### config.mk
export PLATFORM = sky130hd
export DESIGN_NAME = iepf_irq_regs
export DESIGN_NICKNAME = d
export VERILOG_FILES = /design/src/core/iepf_pkg.sv /design/src/core/iepf_irq_regs.sv /design/src/core/iepf_line_or.sv /design/src/core/iepf_arbiter.sv
export SDC_FILE = /design/constraint.sdc
export NUM_CORES = 1
export LEC_CHECK = 0
export ABC_AREA = 1
export BUFFER_PORTS_ARGS = -buffer_cell sky130_fd_sc_hd__buf_2
export CAP_MARGIN = 0
export CORE_ASPECT_RATIO = 0.6
export CORE_MARGIN = 2
export CORE_UTILIZATION = 35
export CTS_CLUSTER_SIZE = 40
export DETAILED_ROUTE_END_ITERATION = 10
export PLACE_DENSITY = 0.53
export SYNTH_ARGS = -nofsm -noshare
export SYNTH_HDL_FRONTEND = slang
export SYNTH_SLANG_ARGS = --single-unit
export TNS_END_PERCENT = 20
### constraint.sdc
create_clock -name core_clk_in -period 2.3 [get_ports core_clk_in]
set_input_delay 0.345 -clock core_clk_in [delete_from_list [all_inputs] [get_ports core_clk_in]]
set_output_delay 0.345 -clock core_clk_in [all_outputs]
set_load 0.01 [all_outputs]
### src/core/iepf_pkg.sv
// Package: register map, bit positions and source numbering of the interrupt register set
package iepf_pkg;
  localparam int unsigned ADDR_W = 8;
  localparam int unsigned DATA_W = 8;
  localparam int unsigned NUM_SRC = 15;
  localparam int unsigned SRC_W = 4;
  localparam logic [7:0] ADDR_EXT_FLAGS    = 8'h91;
  localparam logic [7:0] ADDR_PRI_ENABLE   = 8'ha8;
  localparam logic [7:0] ADDR_PRI_PRIORITY = 8'hb8;
  localparam logic [7:0] ADDR_EXT_ENABLE   = 8'he8;
  localparam logic [7:0] ADDR_EXT_PRIORITY = 8'hf8;
  localparam logic [7:0] ADDR_IRQ_STATUS   = 8'hc0;
  localparam logic [7:0] ADDR_IRQ_MASK     = 8'hc1;
  localparam logic [7:0] RESET_VALUE       = 8'h00;
  localparam logic [7:0] PRI_PRIORITY_MASK = 8'h7f;
  localparam logic [7:0] EXT_FLAGS_RO_MASK = 8'hee;
  localparam logic [7:0] STATUS_MASK       = 8'h03;
  localparam int unsigned GLOBAL_GATE_BIT  = 7;
  localparam int unsigned I2C_MASTER_BIT   = 0;
  localparam int unsigned EV_DISPATCH_BIT  = 0;
  localparam int unsigned EV_I2C_SET_BIT   = 1;
  localparam logic [3:0] NO_SOURCE         = 4'hf;
  // Number of cause inputs per external peripheral line
  localparam int unsigned CAUSE_W = 4;
endpackage

### src/core/iepf_irq_regs.sv
// Interrupt enable, priority and flag register set with request selection
`timescale 1ns/100ps
// Contract
// RL1 - Primary enable register, global gate top
// RL2 - Extended enable register for eight sources
// RL3 - Each source has own priority bit
// RL4 - Priority one means high level
// RL5 - Primary priority layout, bit 7 unused
// RL6 - Extended priority mirrors extended enable
// RL7 - Line flags read-only, writes ignored
// RL8 - I2C master flag sticky until software clears
// RL9 - Timer and watchdog flags live outside
// RL10 - Line flags follow peripheral, not latched
// RL11 - Line flag is OR of causes
// RL12 - Software clears cause inside peripheral
// RL13 - Remaining cause keeps request asserted
// RL14 - Request only when enabled
// RL15 - High before low, then natural order
// RL16 - Requests sampled each rising clock
// RL17 - Global gate zero blocks all dispatch
module iepf_irq_regs
  import iepf_pkg::*;
#(
  parameter int unsigned CAUSES = CAUSE_W
) (
  input  wire logic                 core_clk_in,
  input  wire logic                 rst_in,
  input  wire logic [ADDR_W-1:0]    addr_in,
  input  wire logic [DATA_W-1:0]    wdata_in,
  input  wire logic                 wr_in,
  input  wire logic                 rd_in,
  output logic      [DATA_W-1:0]    rdata_out,
  input  wire logic                 pin_group0_req_in,
  input  wire logic                 pin_group1_req_in,
  input  wire logic                 timer0_flag_in,
  input  wire logic                 timer1_flag_in,
  input  wire logic                 timer2_flag_in,
  input  wire logic                 uart0_req_in,
  input  wire logic                 uart2_req_in,
  input  wire logic                 watchdog_flag_in,
  input  wire logic                 i2c_master_event_in,
  input  wire logic [6*CAUSES-1:0]  line_cause_in,
  output logic                      irq_req_out,
  output logic      [SRC_W-1:0]     irq_src_out,
  output logic                      irq_high_out,
  output logic                      irq_out
);
  // Positions of the six peripheral lines in the live OR vector
  localparam int unsigned NUM_LINES     = 6;
  localparam int unsigned LOW_VOLT_LINE = 0;
  localparam int unsigned COMP_LINE     = 1;
  localparam int unsigned CONV_LINE     = 2;
  localparam int unsigned COUNTER_LINE  = 3;
  localparam int unsigned SPI_LINE      = 4;
  localparam int unsigned RTC_LINE      = 5;
  // Primary registers carry seven sources below the gate bit
  localparam int unsigned PRI_SRC_W     = 7;

  logic [7:0] primary_irq_enable_reg;
  logic [7:0] primary_irq_priority_reg;
  logic [7:0] extended_irq_enable_reg;
  logic [7:0] extended_irq_priority_reg;
  logic       i2c_master_pending_reg;
  logic [7:0] irq_status_reg;
  logic [7:0] irq_mask_reg;
  logic [DATA_W-1:0] rdata_reg;
  logic       irq_req_reg;
  logic [SRC_W-1:0] irq_src_reg;
  logic       irq_high_reg;
  logic       irq_reg;
  logic [NUM_SRC-1:0] raw_sampled_reg;

  logic [NUM_LINES-1:0] line_flags;
  logic       rtc_timer3_line_flag;
  logic       spi_slave_cec_line_flag;
  logic       counter_array_line_flag;
  logic       converter_pwm_line_flag;
  logic       comparator_can_line_flag;
  logic       low_voltage_line_flag;
  logic [7:0] external_irq_flags;
  logic [NUM_SRC-1:0] raw_req;
  logic [NUM_SRC-1:0] enable_vec;
  logic [NUM_SRC-1:0] level_vec;
  logic [NUM_SRC-1:0] gated_req;
  logic       arb_valid;
  logic [SRC_W-1:0] arb_src;
  logic       wr_ext_flags;
  logic [7:0] status_set;
  logic [7:0] status_next;
  logic       wr_pri_enable;
  logic       wr_pri_priority;
  logic       wr_ext_enable;
  logic       wr_ext_priority;
  logic       wr_status;
  logic       wr_mask;

  // Strobe and address meet here once for every register
  function automatic logic wr_hit(input logic wr, input logic [ADDR_W-1:0] a, input logic [ADDR_W-1:0] target);
    return wr && (a == target);
  endfunction

  // Level of the winner; an index past the last source reads low, never unknown
  function automatic logic level_at(input logic [NUM_SRC-1:0] lv, input logic [SRC_W-1:0] idx);
    logic hit;
    hit = 1'b0;
    for (int i = 0; i < NUM_SRC; i++) begin
      if (idx == SRC_W'(i)) begin
        hit = lv[i];
      end
    end
    return hit;
  endfunction

  // RL10 live line flags
  iepf_line_or #(
    .LINES  (NUM_LINES),
    .CAUSES (CAUSES)
  ) u_line_or (
    .cause_in (line_cause_in),
    .line_out (line_flags)
  );

  assign low_voltage_line_flag    = line_flags[LOW_VOLT_LINE];
  assign comparator_can_line_flag = line_flags[COMP_LINE];
  assign converter_pwm_line_flag  = line_flags[CONV_LINE];
  assign counter_array_line_flag  = line_flags[COUNTER_LINE];
  assign spi_slave_cec_line_flag  = line_flags[SPI_LINE];
  assign rtc_timer3_line_flag     = line_flags[RTC_LINE];

  // RL7 flag register view, bit 4 reads zero
  assign external_irq_flags = {rtc_timer3_line_flag, spi_slave_cec_line_flag, counter_array_line_flag, 1'b0,
                               converter_pwm_line_flag, comparator_can_line_flag, low_voltage_line_flag,
                               i2c_master_pending_reg};

  // Register write decode; writes to unmapped addresses fall away here
  assign wr_ext_flags    = wr_hit(wr_in, addr_in, ADDR_EXT_FLAGS);
  assign wr_pri_enable   = wr_hit(wr_in, addr_in, ADDR_PRI_ENABLE);
  assign wr_pri_priority = wr_hit(wr_in, addr_in, ADDR_PRI_PRIORITY);
  assign wr_ext_enable   = wr_hit(wr_in, addr_in, ADDR_EXT_ENABLE);
  assign wr_ext_priority = wr_hit(wr_in, addr_in, ADDR_EXT_PRIORITY);
  assign wr_status       = wr_hit(wr_in, addr_in, ADDR_IRQ_STATUS);
  assign wr_mask         = wr_hit(wr_in, addr_in, ADDR_IRQ_MASK);

  // RL1 primary enable, global gate in bit 7
  always_ff @(posedge core_clk_in or posedge rst_in) begin
    if (rst_in) begin
      primary_irq_enable_reg <= RESET_VALUE;
    end else if (wr_pri_enable) begin
      primary_irq_enable_reg <= wdata_in;
    end
  end

  // RL2 extended enable
  always_ff @(posedge core_clk_in or posedge rst_in) begin
    if (rst_in) begin
      extended_irq_enable_reg <= RESET_VALUE;
    end else if (wr_ext_enable) begin
      extended_irq_enable_reg <= wdata_in;
    end
  end

  // RL5 primary priority, bit 7 kept zero
  always_ff @(posedge core_clk_in or posedge rst_in) begin
    if (rst_in) begin
      primary_irq_priority_reg <= RESET_VALUE;
    end else if (wr_pri_priority) begin
      primary_irq_priority_reg <= wdata_in & PRI_PRIORITY_MASK;
    end
  end

  // RL6 extended priority
  always_ff @(posedge core_clk_in or posedge rst_in) begin
    if (rst_in) begin
      extended_irq_priority_reg <= RESET_VALUE;
    end else if (wr_ext_priority) begin
      extended_irq_priority_reg <= wdata_in;
    end
  end

  // Only bit 0 of the flag register is writable; the line bits are views
  // RL8 sticky master flag; a new event beats a software clear
  always_ff @(posedge core_clk_in or posedge rst_in) begin
    if (rst_in) begin
      i2c_master_pending_reg <= 1'b0;
    end else if (i2c_master_event_in) begin
      i2c_master_pending_reg <= 1'b1;
    end else if (wr_ext_flags) begin
      i2c_master_pending_reg <= wdata_in[I2C_MASTER_BIT];
    end
  end

  // Source vector in natural order, index 0 serviced first among equals
  // RL9 timer and watchdog flags come straight from their peripherals
  always_comb begin
    raw_req = {rtc_timer3_line_flag, spi_slave_cec_line_flag, counter_array_line_flag, watchdog_flag_in,
               converter_pwm_line_flag, comparator_can_line_flag, low_voltage_line_flag,
               i2c_master_pending_reg, uart2_req_in, timer2_flag_in, uart0_req_in, timer1_flag_in,
               pin_group1_req_in, timer0_flag_in, pin_group0_req_in};
    enable_vec = {extended_irq_enable_reg, primary_irq_enable_reg[PRI_SRC_W-1:0]};
    // RL3 one level bit per source
    level_vec  = {extended_irq_priority_reg, primary_irq_priority_reg[PRI_SRC_W-1:0]};
  end

  // One flop of latency buys a settled arbiter input
  // RL16 requests sampled each rising edge
  always_ff @(posedge core_clk_in or posedge rst_in) begin
    if (rst_in) begin
      raw_sampled_reg <= '0;
    end else begin
      raw_sampled_reg <= raw_req;
    end
  end

  // RL14 enable gating
  // RL17 global gate blocks every source request
  // RL13 uncleared cause keeps requesting
  assign gated_req = primary_irq_enable_reg[GLOBAL_GATE_BIT] ? (raw_sampled_reg & enable_vec) : '0;

  iepf_arbiter #(
    .N (NUM_SRC)
  ) u_arbiter (
    .req_in    (gated_req),
    .high_in   (level_vec),
    .valid_out (arb_valid),
    .src_out   (arb_src)
  );

  // Outputs leave from flops; the arbiter itself is combinational
  // RL4 level one reports high
  always_ff @(posedge core_clk_in or posedge rst_in) begin
    if (rst_in) begin
      irq_req_reg  <= 1'b0;
      irq_src_reg  <= NO_SOURCE;
      irq_high_reg <= 1'b0;
    end else begin
      irq_req_reg  <= arb_valid;
      irq_src_reg  <= arb_src;
      irq_high_reg <= arb_valid && level_at(level_vec, arb_src);
    end
  end

  // Event status: dispatch start and master flag set; set wins over clear
  assign status_set = {6'h00, i2c_master_event_in, arb_valid && !irq_req_reg};

  // Clear and set land in one step so a same-cycle event is never lost
  always_comb begin
    status_next = irq_status_reg;
    if (wr_status) begin
      status_next = irq_status_reg & ~wdata_in;
    end
    status_next = (status_next | status_set) & STATUS_MASK;
  end

  always_ff @(posedge core_clk_in or posedge rst_in) begin
    if (rst_in) begin
      irq_status_reg <= RESET_VALUE;
    end else begin
      irq_status_reg <= status_next;
    end
  end

  // Mask bits beyond the two events stay zero
  always_ff @(posedge core_clk_in or posedge rst_in) begin
    if (rst_in) begin
      irq_mask_reg <= RESET_VALUE;
    end else if (wr_mask) begin
      irq_mask_reg <= wdata_in & STATUS_MASK;
    end
  end

  // Uses next status so the line drops the cycle after a clear
  always_ff @(posedge core_clk_in or posedge rst_in) begin
    if (rst_in) begin
      irq_reg <= 1'b0;
    end else begin
      irq_reg <= |(status_next & irq_mask_reg);
    end
  end

  // Read port, data one cycle after the strobe; unmapped reads zero
  always_ff @(posedge core_clk_in or posedge rst_in) begin
    if (rst_in) begin
      rdata_reg <= RESET_VALUE;
    end else if (rd_in) begin
      case (addr_in)
        ADDR_EXT_FLAGS:    rdata_reg <= external_irq_flags;
        ADDR_PRI_ENABLE:   rdata_reg <= primary_irq_enable_reg;
        ADDR_PRI_PRIORITY: rdata_reg <= primary_irq_priority_reg;
        ADDR_EXT_ENABLE:   rdata_reg <= extended_irq_enable_reg;
        ADDR_EXT_PRIORITY: rdata_reg <= extended_irq_priority_reg;
        ADDR_IRQ_STATUS:   rdata_reg <= irq_status_reg;
        ADDR_IRQ_MASK:     rdata_reg <= irq_mask_reg;
        default:           rdata_reg <= RESET_VALUE;
      endcase
    end else begin
      rdata_reg <= RESET_VALUE;
    end
  end

  assign rdata_out    = rdata_reg;
  assign irq_req_out  = irq_req_reg;
  assign irq_src_out  = irq_src_reg;
  assign irq_high_out = irq_high_reg;
  assign irq_out      = irq_reg;
endmodule

### src/core/iepf_line_or.sv
// Line flag: live OR of a peripheral's cause flags
`timescale 1ns/100ps
module iepf_line_or
  import iepf_pkg::*;
#(
  parameter int unsigned LINES = 6,
  parameter int unsigned CAUSES = CAUSE_W
) (
  input  wire logic [LINES*CAUSES-1:0] cause_in,
  output logic      [LINES-1:0]        line_out
);
  always_comb begin
    for (int i = 0; i < LINES; i++) begin
      // RL11 any cause sets
      line_out[i] = |cause_in[i*CAUSES +: CAUSES];
    end
  end
endmodule

### src/core/iepf_arbiter.sv
// Two-level fixed-order arbiter over the request vector
`timescale 1ns/100ps
module iepf_arbiter
  import iepf_pkg::*;
#(
  parameter int unsigned N = NUM_SRC
) (
  input  wire logic [N-1:0] req_in,
  input  wire logic [N-1:0] high_in,
  output logic              valid_out,
  output logic [SRC_W-1:0]  src_out
);
  function automatic logic [SRC_W:0] pick(input logic [N-1:0] v);
    logic [SRC_W:0] r;
    r = {1'b0, NO_SOURCE};
    // Lowest index wins so scan downward
    for (int i = N - 1; i >= 0; i--) begin
      if (v[i]) begin
        r = {1'b1, SRC_W'(i)};
      end
    end
    return r;
  endfunction

  logic [SRC_W:0] hi_pick;
  logic [SRC_W:0] lo_pick;
  always_comb begin
    hi_pick = pick(req_in & high_in);
    lo_pick = pick(req_in & ~high_in);
    // RL15 high before low
    if (hi_pick[SRC_W]) begin
      valid_out = 1'b1;
      src_out   = hi_pick[SRC_W-1:0];
    end else begin
      valid_out = lo_pick[SRC_W];
      src_out   = lo_pick[SRC_W-1:0];
    end
  end
endmodule

==> metrics.txt <==
area of the mapped netlist around 3300 um2; RSZ-0062 raised after global routing false; clock slew at reported path FFs about 0.06 ns; #FFs+latches synth 66; pin count of the biggest net entering global routing 42; Ports 68; maximum fanout along the worst path 23; Synth Instances about 380; worst-margin pin slew roughly 0.6 ns; CORE AREA approximately 9000 um2; Die X roughly 130 um; placed wire-length estimate 6.60 mm; Slew HR 0.609; Vias ~2900; Final nets 510; die height 78.8 um; Power Density around 730 nW/um2; Post-route DRC 0; EDFF count, synth 0; Max Cap Viol 0; Avg WL per Cell ~15 um; first-pass GRT wire length 14.5 mm; gr usage total 0.190; post-synth cell types 36; grt ovf 0; Setup Total Neg Slack 0 ns; final instance count without filler cells 577; vias in the first global route between 2000 and 3000; CTS sink count 66; htree depth 3; Area contributors post-synth dfrtp_1 (48%), nand2_1 (11%), inv_1 (5.6%), nand4_1 (4.8%), nor2_1 (4.6%); Synth Warn # 0; ys async rst share 1.00; row count 27; status finished clean; Initial Util 0.357; leakage power 0.00205 uW; Die ar. 10100 um2; filler cell count 908; GP Congestion between 0.8 and 0.9; initial antenna violation count 0; Pre-antenna DRT Iters 4; syn nets around 440; maximum clock path buffer count 2; share of layout cells above drive strength 1 0.258; IO Port Bufs 67; Slew Limit Fails 0; Synth Flop Type dfrtp_1; Mapped Avg Cell Area between 8 and 9 um2; Root Driver clkbuf_16; count of final hold-check violations 0; period utilization 0.929; CTS buffer count 9; post-synthesis sequential area ratio 0.508; type of the tightest min-delay check in2async; dpl cells 561; Largest register FFs 15; CTS tree done; Antenna Violating Nets Remaining 0; largest area contributor in the netlist dfrtp_1; most frequent cells in the layout nand2_1 (95), buf_2 (67), dfrtp_1 (61); CP Data Required Time between 2 and 3 ns; peak supply drop roughly 0.00034 V; critical path class reg2reg; setup violators final 0; clk_lat worst skew between 0.3 and 0.4 ns; DRT iter0 DRCs about 230; antenna cell count 0; commonest non-fill, non-tap cell in the layout nand2_1; f_max roughly 470 MHz; worst path arrival time roughly 2.4 ns; vias per cell roughly 5; Routed WL around 8.7 mm; area grow syn2layout 24.1%; crit end category flop; Critical Path Source Type flop; Synth top area share 0.476; Final Skew ~0.0079 ns; Period minus WS final 2.14 ns
-- Yosys cell counts, types with 3 or more instances --
master,instances
a211oi_1,4
nand2_4,3
dfrtp_1,62
nor2_1,40
o21ai_2,13
nand2_2,3
o21ai_1,3
or4_1,6
dfstp_2,4
buf_6,3
nor3_1,4
inv_1,49
nand3_1,6
buf_2,4
o22ai_1,8
nand4_1,25
nand2_1,95
o21ai_0,26
o2bb2ai_1,4
-- where the power goes --
group	switching, uW	internal (uW)
combinational	161	107
clock	476	919
sequential	41.5	1230
total	679	2260
-- worst max-delay path, stage by stage, from the launching register on --
cell and delay [ns]:
dfrtp_2 0.47, buf_12 0.18, nand3_1 0.14, nor2_1 0.11
nor3_2 0.23, nand2_1 0.13, nor2_4 0.18, nand4_1 0.26
nand2_1 0.14, nand2_1 0.07, nand2_1 0.06, nand2_1 0.05
-- layer usage --
metal,GRT usage,up-vias,share of wire
met5,0,-,0
met4,0.0609,0,0.011
met3,0.0573,10,0.054
met2,0.279,76,0.42
met1,0.270,1352,0.51
li1,-,1433,-
-- through the flow --
step | instance area (um2) | utilization | setup WS, ns | total power (uW) | hold slack, ns
floorplan | 3260 | - | 0.307 | 1430 | 0.368
global placement | 3730 | 0.409 | 0.131 | 1550 | 0.426
detailed placement | 3730 | 0.409 | 0.116 | 1550 | 0.407
CTS | 4030 | 0.442 | 0.100 | 2970 | 0.0856
global route | 4050 | 0.444 | 0.0347 | 3070 | 0.106
finish | 4050 | 0.444 | 0.163 | 2940 | 0.0757
-- final timing paths --
kind | from | endpoint | slack (ns) | depth (start not counted)
worst max-delay path | primary_irq_enable_reg[7] | irq_out | 0.16 | 11
worst min-delay path | rst_in | raw_sampled_reg[11] | 0.08 | 2
worst max register to register | primary_irq_enable_reg[7] | irq_out | 0.16 | 11
worst min register to register | i2c_master_pending_reg | raw_sampled_reg[7] | 0.43 | 0
max in group asynchronous | rst_in | primary_irq_enable_reg[7] | 1.60 | 3
min in group core_clk_in | pin_group1_req_in | raw_sampled_reg[2] | 0.12 | 1
-- area by class of cell --
type / instances / area [um2] / area share
Sequential cell: 66 / 1660 / 0.410
Tap cell: 116 / 145 / 0.0359
Inverter: 51 / 193 / 0.0476
Clock inverter: 2 / 35.0 / 0.00866
Multi-Input combinational cell: 259 / 1360 / 0.337
Clock buffer: 13 / 270 / 0.0668
Timing Repair Buffer: 70 / 383 / 0.0946
-- what timing repair did --
action,CTS,global route
endpoints found under the setup margin,0,1
hold buffers,0,0
resized for setup,0,2
setup buffers,0,1
-- logic make-up after synthesis --
group	count (synthesis)	share of synthesized area
and+or+nand+nor	191	0.278
DFF	66	0.508
buffers and inverters	58	0.0756
AOI/OAI and AO/OA	68	0.138
Note: power is estimated with default switching activity, not from simulation.
